[config.mk]
export PLATFORM = sky130hd
export DESIGN_NAME = tta_test_access
export DESIGN_NICKNAME = d
export VERILOG_FILES = /design/src/tta_pkg.sv /design/src/tta_entry_if.sv /design/src/tta_array.sv /design/src/tta_test_access.sv
export SDC_FILE = /design/constraint.sdc
export NUM_CORES = 2
export LEC_CHECK = 0
export BUFFER_PORTS_ARGS = -buffer_cell sky130_fd_sc_hd__buf_2
export CAP_MARGIN = 20
export CORE_MARGIN = 1
export CORE_UTILIZATION = 55
export CTS_CLUSTER_DIAMETER = 60
export DETAILED_ROUTE_END_ITERATION = 8
export PLACE_DENSITY = 0.71
export SLEW_MARGIN = 30
export SYNTH_ARGS = -nofsm -noshare
export SYNTH_HDL_FRONTEND = slang
export SYNTH_SLANG_ARGS = --single-unit
[constraint.sdc]
create_clock -name clk_i -period 7 [get_ports clk_i]
set_clock_uncertainty 0.2 [all_clocks]
set_input_delay 1.4 -clock clk_i [delete_from_list [all_inputs] [get_ports clk_i]]
set_output_delay 1.4 -clock clk_i [all_outputs]
set_load 0.05 [all_outputs]
[src/tta_pkg.sv]
// Package with field layouts, sizes and codes for the buffer test access.
package tta_pkg;
  localparam int TTA_ENTRIES = 32;
  localparam int TTA_WAYS = 4;
  localparam int TTA_SETS = TTA_ENTRIES / TTA_WAYS;
  localparam int TTA_IDX_W = 3;
  localparam int TTA_PAGE_W = 20;
  localparam int TTA_PAGE_LSB = 12;
  localparam int TTA_PAGE_MSB = 31;
  localparam int TTA_CMD_BIT = 0;
  localparam int TTA_VALID_BIT = 11;
  localparam int TTA_DIRTY_LSB = 9;
  localparam int TTA_USER_LSB = 7;
  localparam int TTA_RW_LSB = 5;
  localparam int TTA_LRU_LSB = 7;
  localparam int TTA_HIT_BIT = 4;
  localparam int TTA_SET_LSB = 2;
  localparam logic [31:0] TTA_CTRL_RST = 32'h0000_0000;
  localparam logic [31:0] TTA_DATA_RST = 32'h0000_0000;
  localparam logic [31:0] TTA_CTRL_MASK = 32'hffff_ffe1;
  localparam logic [31:0] TTA_DATA_MASK = 32'hffff_f39c;
  localparam logic [1:0] TTA_PAIR_CLR = 2'h1;
  localparam logic [1:0] TTA_PAIR_SET = 2'h2;
  typedef enum logic [1:0] {
    TTA_IDLE = 2'b00,
    TTA_RUN = 2'b01
  } tta_state_t;
  // Stored tag: valid, dirty, user, read-write, linear page.
  typedef struct packed {
    logic valid;
    logic dirty;
    logic user;
    logic rw;
    logic [TTA_PAGE_W-1:0] page;
  } tta_tag_t;
endpackage : tta_pkg

[src/tta_entry_if.sv]
// Interface between the access sequencer and the translation buffer array.
`timescale 1ns/10ps
`default_nettype none
interface tta_entry_if;
  logic [tta_pkg::TTA_IDX_W-1:0] idx;
  logic wr;
  logic [1:0] wr_way;
  tta_pkg::tta_tag_t wr_tag;
  logic [tta_pkg::TTA_PAGE_W-1:0] wr_phys;
  tta_pkg::tta_tag_t rd_tag [tta_pkg::TTA_WAYS];
  logic [tta_pkg::TTA_PAGE_W-1:0] rd_phys [tta_pkg::TTA_WAYS];
  logic [2:0] rd_lru;
  logic touch;
  logic [1:0] touch_way;
  modport ctl (output idx, wr, wr_way, wr_tag, wr_phys, touch, touch_way,
    input rd_tag, rd_phys, rd_lru);
  modport mem (input idx, wr, wr_way, wr_tag, wr_phys, touch, touch_way,
    output rd_tag, rd_phys, rd_lru);
endinterface : tta_entry_if
`default_nettype wire

[src/tta_array.sv]
// Four-way translation buffer storage with per-set pseudo-LRU bits.
`timescale 1ns/10ps
`default_nettype none
module tta_array (
  input wire logic clk_i,
  input wire logic srst_i,
  tta_entry_if.mem ent
);
  import tta_pkg::*;
  tta_tag_t tag_ff [TTA_SETS][TTA_WAYS];
  logic [TTA_PAGE_W-1:0] phys_ff [TTA_SETS][TTA_WAYS];
  logic [2:0] lru_ff [TTA_SETS];

  // Bit 0 picks the pair, bit 1 the way in pair 0/1, bit 2 in pair 2/3.
  function automatic logic [2:0] lru_upd(input logic [2:0] l,
                                         input logic [1:0] w);
    logic [2:0] r;
    r = l;
    r[0] = ~w[1];
    if (!w[1]) begin
      r[1] = ~w[0];
    end else begin
      r[2] = ~w[0];
    end
    return r;
  endfunction : lru_upd

  always_comb begin
    for (int w = 0; w < TTA_WAYS; w++) begin
      ent.rd_tag[w] = tag_ff[ent.idx][w];
      ent.rd_phys[w] = phys_ff[ent.idx][w];
    end
  end
  assign ent.rd_lru = lru_ff[ent.idx];

  always_ff @(posedge clk_i) begin
    if (srst_i) begin
      for (int s = 0; s < TTA_SETS; s++) begin
        lru_ff[s] <= 3'h0;
        for (int w = 0; w < TTA_WAYS; w++) begin
          tag_ff[s][w] <= '0;
          phys_ff[s][w] <= '0;
        end
      end
    end else begin
      if (ent.wr) begin
        tag_ff[ent.idx][ent.wr_way] <= ent.wr_tag;
        phys_ff[ent.idx][ent.wr_way] <= ent.wr_phys;
      end
      if (ent.touch) begin
        lru_ff[ent.idx] <= lru_upd(ent.rd_lru, ent.touch_way);
      end
    end
  end
endmodule : tta_array
`default_nettype wire

[src/tta_test_access.sv]
// Test access registers for the translation lookaside buffer.
`timescale 1ns/10ps
`default_nettype none
// Behaviour
// - Control bit 0 set starts a lookup, clear starts a buffer write.
// - A lookup searches with control bits 31:12; a hit updates both registers, a miss only data.
// - A buffer write allocates an entry to the page in control bits 31:12.
// - On a write, control bit 11 makes the entry valid or invalidates it.
// - Pairs 10:9, 8:7, 6:5 match never, on 0, on 1 or on either value.
// - On a write pair 01 clears and 10 sets the attribute; 00, 11 are unused.
// - Data bits 31:12 take the hit's physical page, or supply it on write.
// - A lookup reports the prior LRU state in data bits 9:7; writes ignore it.
// - A lookup sets data bit 4 on a hit and clears it on a miss.
// - A write with data bit 4 set uses set bits 3:2, else the LRU victim.
// - A lookup hit reports the matching set in data bits 3:2.
// - The buffer holds 32 entries, four-way, 24-bit tags and 20-bit data.
// - Only most-privileged register moves may reach the registers.
module tta_test_access (
  input wire logic clk_i,
  input wire logic srst_i,
  input wire logic priv0_i,
  input wire logic ctrl_wr_i,
  input wire logic data_wr_i,
  input wire logic [31:0] wdata_i,
  output logic [31:0] ctrl_o,
  output logic [31:0] data_o,
  output logic busy_o,
  output logic refused_o
);
  import tta_pkg::*;

  tta_entry_if ent ();
  tta_array u_array (
    .clk_i(clk_i),
    .srst_i(srst_i),
    .ent(ent)
  );

  tta_state_t state_ff, nxt_state;
  logic [31:0] ctrl_ff, nxt_ctrl;
  logic [31:0] data_ff, nxt_data;
  logic busy_ff, refused_ff;

  // A pair code matches a stored bit: 01 on zero, 10 on one, 11 always.
  function automatic logic pair_match(input logic [1:0] p, input logic b);
    return b ? p[1] : p[0];
  endfunction : pair_match

  // Pseudo-LRU victim: least recent pair, then least recent way in it.
  function automatic logic [1:0] lru_victim(input logic [2:0] l);
    return l[0] ? {1'b1, l[2]} : {1'b0, l[1]};
  endfunction : lru_victim

  // A stored attribute reads back as the write code that sets it.
  function automatic logic [1:0] pair_code(input logic b);
    return b ? TTA_PAIR_SET : TTA_PAIR_CLR;
  endfunction : pair_code

  // Only the set code stores a one, so undefined codes store a zero.
  function automatic logic pair_write(input logic [1:0] p);
    return p == TTA_PAIR_SET;
  endfunction : pair_write

  // Page field of either register word.
  function automatic logic [TTA_PAGE_W-1:0] page_of(input logic [31:0] r);
    return r[TTA_PAGE_MSB:TTA_PAGE_LSB];
  endfunction : page_of

  // Register moves from a lower privilege level are refused outright.
  wire run = state_ff == TTA_RUN;
  wire any_strobe = ctrl_wr_i | data_wr_i;
  wire bad_strobe = any_strobe & ~priv0_i;
  wire ok_c = ctrl_wr_i & priv0_i;
  // A control move in the same cycle wins over a data move.
  wire ok_d = data_wr_i & priv0_i & ~ctrl_wr_i;
  wire [31:0] ctrl_wval = wdata_i & TTA_CTRL_MASK;
  wire [31:0] data_wval = wdata_i & TTA_DATA_MASK;

  wire is_lookup = ctrl_ff[TTA_CMD_BIT];
  wire do_lookup = run & is_lookup;
  wire do_write = run & ~is_lookup;

  wire [TTA_PAGE_W-1:0] lin = page_of(ctrl_ff);
  wire [TTA_IDX_W-1:0] set_idx = lin[TTA_IDX_W-1:0];
  wire [1:0] pd = ctrl_ff[TTA_DIRTY_LSB+:2];
  wire [1:0] pu = ctrl_ff[TTA_USER_LSB+:2];
  wire [1:0] pr = ctrl_ff[TTA_RW_LSB+:2];

  // Each way is judged on valid, page and the three attribute pairs.
  logic [TTA_WAYS-1:0] way_valid;
  logic [TTA_WAYS-1:0] way_page_eq;
  logic [TTA_WAYS-1:0] way_attr_ok;
  logic [TTA_WAYS-1:0] way_hit;
  always_comb begin
    for (int w = 0; w < TTA_WAYS; w++) begin
      way_valid[w] = ent.rd_tag[w].valid;
      way_page_eq[w] = ent.rd_tag[w].page == lin;
      way_attr_ok[w] = pair_match(pd, ent.rd_tag[w].dirty)
        && pair_match(pu, ent.rd_tag[w].user)
        && pair_match(pr, ent.rd_tag[w].rw);
      way_hit[w] = way_valid[w] && way_page_eq[w] && way_attr_ok[w];
    end
  end
  wire any_hit = |way_hit;
  logic [1:0] hit_way;
  always_comb begin
    hit_way = 2'h0;
    for (int w = TTA_WAYS - 1; w >= 0; w--) begin
      if (way_hit[w]) begin
        hit_way = w[1:0];
      end
    end
  end

  // A write either names its set or takes the least recent way.
  wire use_rep = data_ff[TTA_HIT_BIT];
  wire [1:0] rep_set = data_ff[TTA_SET_LSB+:2];
  wire [1:0] victim = lru_victim(ent.rd_lru);
  wire [1:0] wr_way = use_rep ? rep_set : victim;
  wire [TTA_PAGE_W-1:0] wr_phys = page_of(data_ff);

  // Software must avoid the undefined pair codes on a write.
  tta_tag_t new_tag;
  always_comb begin
    new_tag.valid = ctrl_ff[TTA_VALID_BIT];
    new_tag.dirty = pair_write(pd);
    new_tag.user = pair_write(pu);
    new_tag.rw = pair_write(pr);
    new_tag.page = lin;
  end

  assign ent.idx = set_idx;
  assign ent.wr = do_write;
  assign ent.wr_way = wr_way;
  assign ent.wr_tag = new_tag;
  assign ent.wr_phys = wr_phys;
  // A miss leaves the replacement order alone.
  assign ent.touch = do_write | (do_lookup & any_hit);
  assign ent.touch_way = is_lookup ? hit_way : wr_way;

  tta_tag_t ht;
  assign ht = ent.rd_tag[hit_way];
  wire [TTA_PAGE_W-1:0] hit_phys = ent.rd_phys[hit_way];
  wire [1:0] code_d = pair_code(ht.dirty);
  wire [1:0] code_u = pair_code(ht.user);
  wire [1:0] code_r = pair_code(ht.rw);

  // The LRU field reports the order before this lookup touched it.
  logic [31:0] lkp_data;
  always_comb begin
    lkp_data = data_ff;
    lkp_data[TTA_LRU_LSB+:3] = ent.rd_lru;
    lkp_data[TTA_HIT_BIT] = any_hit;
    if (any_hit) begin
      lkp_data[TTA_PAGE_MSB:TTA_PAGE_LSB] = hit_phys;
      lkp_data[TTA_SET_LSB+:2] = hit_way;
    end
  end

  // A miss leaves the page, the set and the control fields as written.
  logic [31:0] lkp_ctrl;
  always_comb begin
    lkp_ctrl = ctrl_ff;
    if (any_hit) begin
      lkp_ctrl[TTA_VALID_BIT] = ht.valid;
      lkp_ctrl[TTA_DIRTY_LSB+:2] = code_d;
      lkp_ctrl[TTA_USER_LSB+:2] = code_u;
      lkp_ctrl[TTA_RW_LSB+:2] = code_r;
    end
  end

  // An accepted control move runs for exactly one cycle; moves that
  // arrive meanwhile are dropped silently.
  always_comb begin
    nxt_state = state_ff;
    unique case (state_ff)
      TTA_IDLE: begin
        if (ok_c) begin
          nxt_state = TTA_RUN;
        end
      end
      TTA_RUN: begin
        nxt_state = TTA_IDLE;
      end
      default: begin
        nxt_state = TTA_IDLE;
      end
    endcase
  end

  always_comb begin
    nxt_ctrl = ctrl_ff;
    unique case (state_ff)
      TTA_IDLE: begin
        if (ok_c) begin
          nxt_ctrl = ctrl_wval;
        end
      end
      TTA_RUN: begin
        if (is_lookup) begin
          nxt_ctrl = lkp_ctrl;
        end
      end
      default: begin
        nxt_ctrl = ctrl_ff;
      end
    endcase
  end

  always_comb begin
    nxt_data = data_ff;
    unique case (state_ff)
      TTA_IDLE: begin
        if (ok_d) begin
          nxt_data = data_wval;
        end
      end
      TTA_RUN: begin
        if (is_lookup) begin
          nxt_data = lkp_data;
        end
      end
      default: begin
        nxt_data = data_ff;
      end
    endcase
  end

  always_ff @(posedge clk_i) begin
    if (srst_i) begin
      state_ff <= TTA_IDLE;
      ctrl_ff <= TTA_CTRL_RST;
      data_ff <= TTA_DATA_RST;
      busy_ff <= 1'b0;
      refused_ff <= 1'b0;
    end else begin
      state_ff <= nxt_state;
      ctrl_ff <= nxt_ctrl;
      data_ff <= nxt_data;
      busy_ff <= nxt_state == TTA_RUN;
      refused_ff <= bad_strobe;
    end
  end

  assign ctrl_o = ctrl_ff;
  assign data_o = data_ff;
  assign busy_o = busy_ff;
  assign refused_o = refused_ff;
endmodule : tta_test_access
`default_nettype wire

# == Yosys cells after proc, flatten, opt, wreduce, memory -nomap -nowiden ==
# Memory sizes are Yosys's and may differ from the RTL's. A register that Yosys moved wholly into a read port is not among the register bits.
# Index checks and enable logic that the tools add are counted.
# totals
regBits,68
mem_bits_rw,1432
input_bits,37
out_inout_bits,66
memories,3
# classes
order_cmp,3
n_eq_ne,13
muxes,73
bitwise_logic,17
n_reduce_logical,29
# mem_list
memory,words,width,read_ports,rd_clocked_by_memory_dff,write_ports,line,source
u_array.tag_ff,8,96,1,1,8,tta_array.sv:10,tta_tag_t tag_ff [TTA_SETS][TTA_WAYS];
u_array.phys_ff,8,80,1,1,8,tta_array.sv:11,logic [TTA_PAGE_W-1:0] phys_ff [TTA_SETS][TTA_WAYS];
u_array.lru_ff,8,3,1,1,8,tta_array.sv:12,logic [2:0] lru_ff [TTA_SETS];
# op_table
operator,count
$mux 96,3
$mux 80,3
$pmux 32 s2,2
$mux 32,3
$reduce_or 96->1,1
$eq 20x20->1,4
$mux 20,4
$reduce_or 80->1,1
$mux 24,3
$bmux 24 s2,1
$demux 24 s2,1
$bmux 20 s2,1
$demux 20 s2,1
$mux 3,10
$mux 1,26
$mux 2,13
$logic_and 1x1->1,17
$mux 12,1
$reduce_and 3->1,3
$reduce_and 4->1,2
$and 1x1->1,7
$mux 7,1
$eq 2x2->1 const B,3
$ge 3x3->1 const B,2
other kinds (12),22

# == Depth between registers and ports, before layout ==
# logic_depth
ltp_word,18
depth_mapped,18
depth_no_buf,11

# == Cells and area by module ==
# Synthesis repeated with hierarchy kept, for this count alone.
# hier_totals
hier_cells,5189
hier_area_um2,69559.2
# by_module_without_submodules
module,n_inst,cells_per_inst,area_each_um2,seq_area_each_um2
tta_array,1,4606,64775.9,43001.2
tta_test_access,1,583,4783.3,1161.1

# == Worst setup path before layout ==
# OpenSTA, ideal clock, no wires.
# synth_path
path_type,register -> register
start,register with a tool-made name
end,memory u_array.phys_ff[7][20] in the netlist's numbering (enable)
setup_ns,0.409
arrival_ns,4.260
required_ns,6.391
slack_ns,2.131
stages_incl_launch_ff,17
n_path_buf,8
cell_sequence,dfxtp_1 > buf_6 > buf_8 > buf_6 > buf_4 > buf_2 > clkbuf_1 > mux4_2 > mux2_2 > mux2i_1 > nor2_1 > a21oi_1 > and2_1 > buf_2 > buf_2 > nand2_1 > nand2b_1
# synth_rtl
item,line
end: declaration,tta_array.sv:11

==> impl_results.md <==
* Outcome: finished, violations left
* Violated checks: design-rule violations
* Peak supply drop at 176 uV
* Fmax at 165 MHz
* Power per cell area at 258 nW/um^2
* Final min period at 6070 ps
* Gr busiest metal: met2
* Fillcell total at 8958
* Post_cts resized at 0
* Area grow syn2layout at 10.4%
* Fin cells at 6600
* Cells after Synth at 4892
* Yosys cell types at 80
* Largest delay share family, worst path: simple AND/OR/NAND/NOR gates
* Synth area leaders: edfxtp_1, and3_1, mux4_2
* CP peak stage delay at 980 ps
* Die height at 355 um
* Setup TNS at 0 ps
* Pre-antenna DRT Iters at 9
* Clock latency at the later pin of the worst-skew pair at 780 ps
* IO Count at 103
* TritonCTS Buffers at 153
* Max clock buf depth at 3
* Vias in the first global route at 42700
* Pleak at 29.4 nW
* Synth Area in XOR/XNOR at 0.485%
* GPL Wtd Cong at 0.924
* Design area at 75800 sq um
* Yosys top cell by area: edfxtp_1
* Largest net degree at the start of global routing at 130
* Post-route ant nets at 0
* Hold Crit Class: reg2reg
* Register area share after synthesis at 64.4%
* Simple-gate area share of the yosys netlist at 14.4%
* Routing usage on met1 at 45.3%
* Max H-tree Level at 4
* Final WS setup at 933 ps
* FP Rows at 129
* RSZ-0062 raised after global routing: false
* Total track usage at 32.6%
* Total congestion overflow at 0
* Clk sinks at 1493
* CP max FO at 28
* Final net count at 4873
* Total detailed-routing wirelength at 207000 um
* Post-synth ARST share at 0%
* Clock Tree Root: clkbuf_16
* Synth Area per Inst at 14.0 sq um
* Layout cells sized above 1 at 17.5%
* Final setup violation count at 0
* Top cells by count, synth: edfxtp_1, and3_1, nor2_1
* CTS tree: built
* Most common cell in the netlist: edfxtp_1
* Worst slack at placement at 1140 ps
* Setup CP Type: reg2reg
* Drt initial violations at 6741
* Post-Syn Area at 68600 sq um
* Final period utilization at 86.7%
* Max-cap violations at 0
* Met2 usage in global routing at 49.3%
* Die Width at 355 um
* Area after DPL at 70700 sq um
* PortBufs at 91
* # hold bufs at CTS at 0
* Worst EP arrival at 6300 ps
* Met3 Use GR at 7.00%
* Multi-input logic area at 21900 sq um
* Starting Density at 55.4%
* Antenna violations before repair at 3
* Worst setup SP type: flop
* Yosys warning count at 0
* Die area at 126000 sq um
* DR vias at 44500
* Hpwl dp at 119000 um
* Yosys top cell area share at 62.7%
* Slew @ Worst Pin at 1060 ps
* Synth Register Bits at 1493
* WL/cell at 31.3 um
* Final hold vios at 0
* Global-route wire length before repair at 295000 um
* Worst Path Required at 7230 ps
* Post-synth EDFFs at 1432
* Drc violations at 24
* Avg Vias per Cell at 6.74
* Placed cells at 6315
* Slew HR at 28.9%
* Worst path cell trace: buf_4, mux4_2, mux2_2, mux2i_1, nor2_1, a21oi_1, nor2b_4, nand2_1, nand2b_2, buf_12
* Critical-path top delay cell: nand2b_2
* CTS clk-pin slew, worst paths at 60 ps
* Adder-cell share of the synthesized area at 0%
* Core region area at 124000 sq um
* Largest family of logic cells by synthesized area: simple AND/OR/NAND/NOR gates
* CP Capture Type: flop
* Synth Flop Type: edfxtp_1
* Overall power at 0.0196 W
* Mux cell area share after synthesis at 13.0%
* Setup Fix Bufs, Post-CTS at 0
* Crit path buf inv count at 2
* Synth Area in Compound Gates at 3.41%
* FF+latch area at 44200 sq um
* Final Max Slew Viols at 0
-- worst paths after layout --
check / start / to / slack, ps / depth (start not counted)
max: flop / u_array.tag_ff[1][73] / 930 / 10
min: ctrl_o[18] / ctrl_o[18] / 300 / 2
max reg2reg: flop / u_array.tag_ff[1][73] / 930 / 10
min reg2reg: ctrl_o[18] / ctrl_o[18] / 300 / 2
-- per-stage QoR --
stage / hold WS [ps] / utilization (%)
2_1_floorplan: 250 / -
3_3_place_gp: 281 / 57.1
3_5_place_dp: 289 / 57.1
4_1_cts: 308 / 61.1
5_1_grt: 333 / 61.2
6_report: 300 / 61.2
-- placed cells by master (no fill, tap or decap), types with 61 or more instances in the layout --
master,instances
clkbuf_16,162
a21oi_1,61
nor2_1,511
and3_1,883
nand3_1,79
mux2i_1,271
buf_4,175
mux4_2,240
nand2_1,150
a22oi_1,79
edfxtp_1,1432
buf_2,90
-- registers in the layout, summed over array words and instances, names as in the netlist, named ones only --
signal / cells
busy_o: 1
ctrl_o: 28
refused_o: 1
u_array.lru_ff: 24
state_ff: 2
data_o: 26
u_array.phys_ff: 640
u_array.tag_ff: 768
-- worst register-to-register path, stage by stage, from the launching register on --
cell      delay, ps
dfxtp_4         800
buf_4           450
mux4_2          570
mux2_2          390
mux2i_1         180
nor2_1           50
a21oi_1         590
nor2b_4         440
nand2_1         700
nand2b_2        980
buf_12          340
-- power breakdown --
part	internal (W)	switching, W
Sequential	0.0101	0.000120
Clock	0.00475	0.00342
Combinational	0.000376	0.000857
-- per-layer routing --
metal  wire [um]  up-vias  share of wire, %
li1            -    18400                 -
met1       77300    22500                37
met2       93600     3075                45
met3       26000      482                13
met4        9780        0               4.7
met5           0        -                 0
-- layout make-up --
| cell class | instances | area share (%) |
|---|---|---|
| timing repair buffer | 295 | 3.06 |
| tap | 1637 | 2.70 |
| inverter | 64 | 0.317 |
| clock inverter | 77 | 0.968 |
| clock buffer | 203 | 5.61 |
| sequential | 1493 | 58.4 |
| multi-input combinational | 2829 | 29.0 |
| antenna | 2 | 0.00660 |
-- kinds of logic (layout without fill, tap and decap cells) --
family | after synthesis | after routing
other | 1 | 61
flip-flops | 1493 | 1493
multiplexers | 557 | 557
AO/OA/AOI/OAI | 331 | 331
XOR/XNOR | 38 | 38
buffers and inverters | 628 | 639
AND/OR/NAND/NOR | 1844 | 1844
Power figures use the tool's default switching activity.
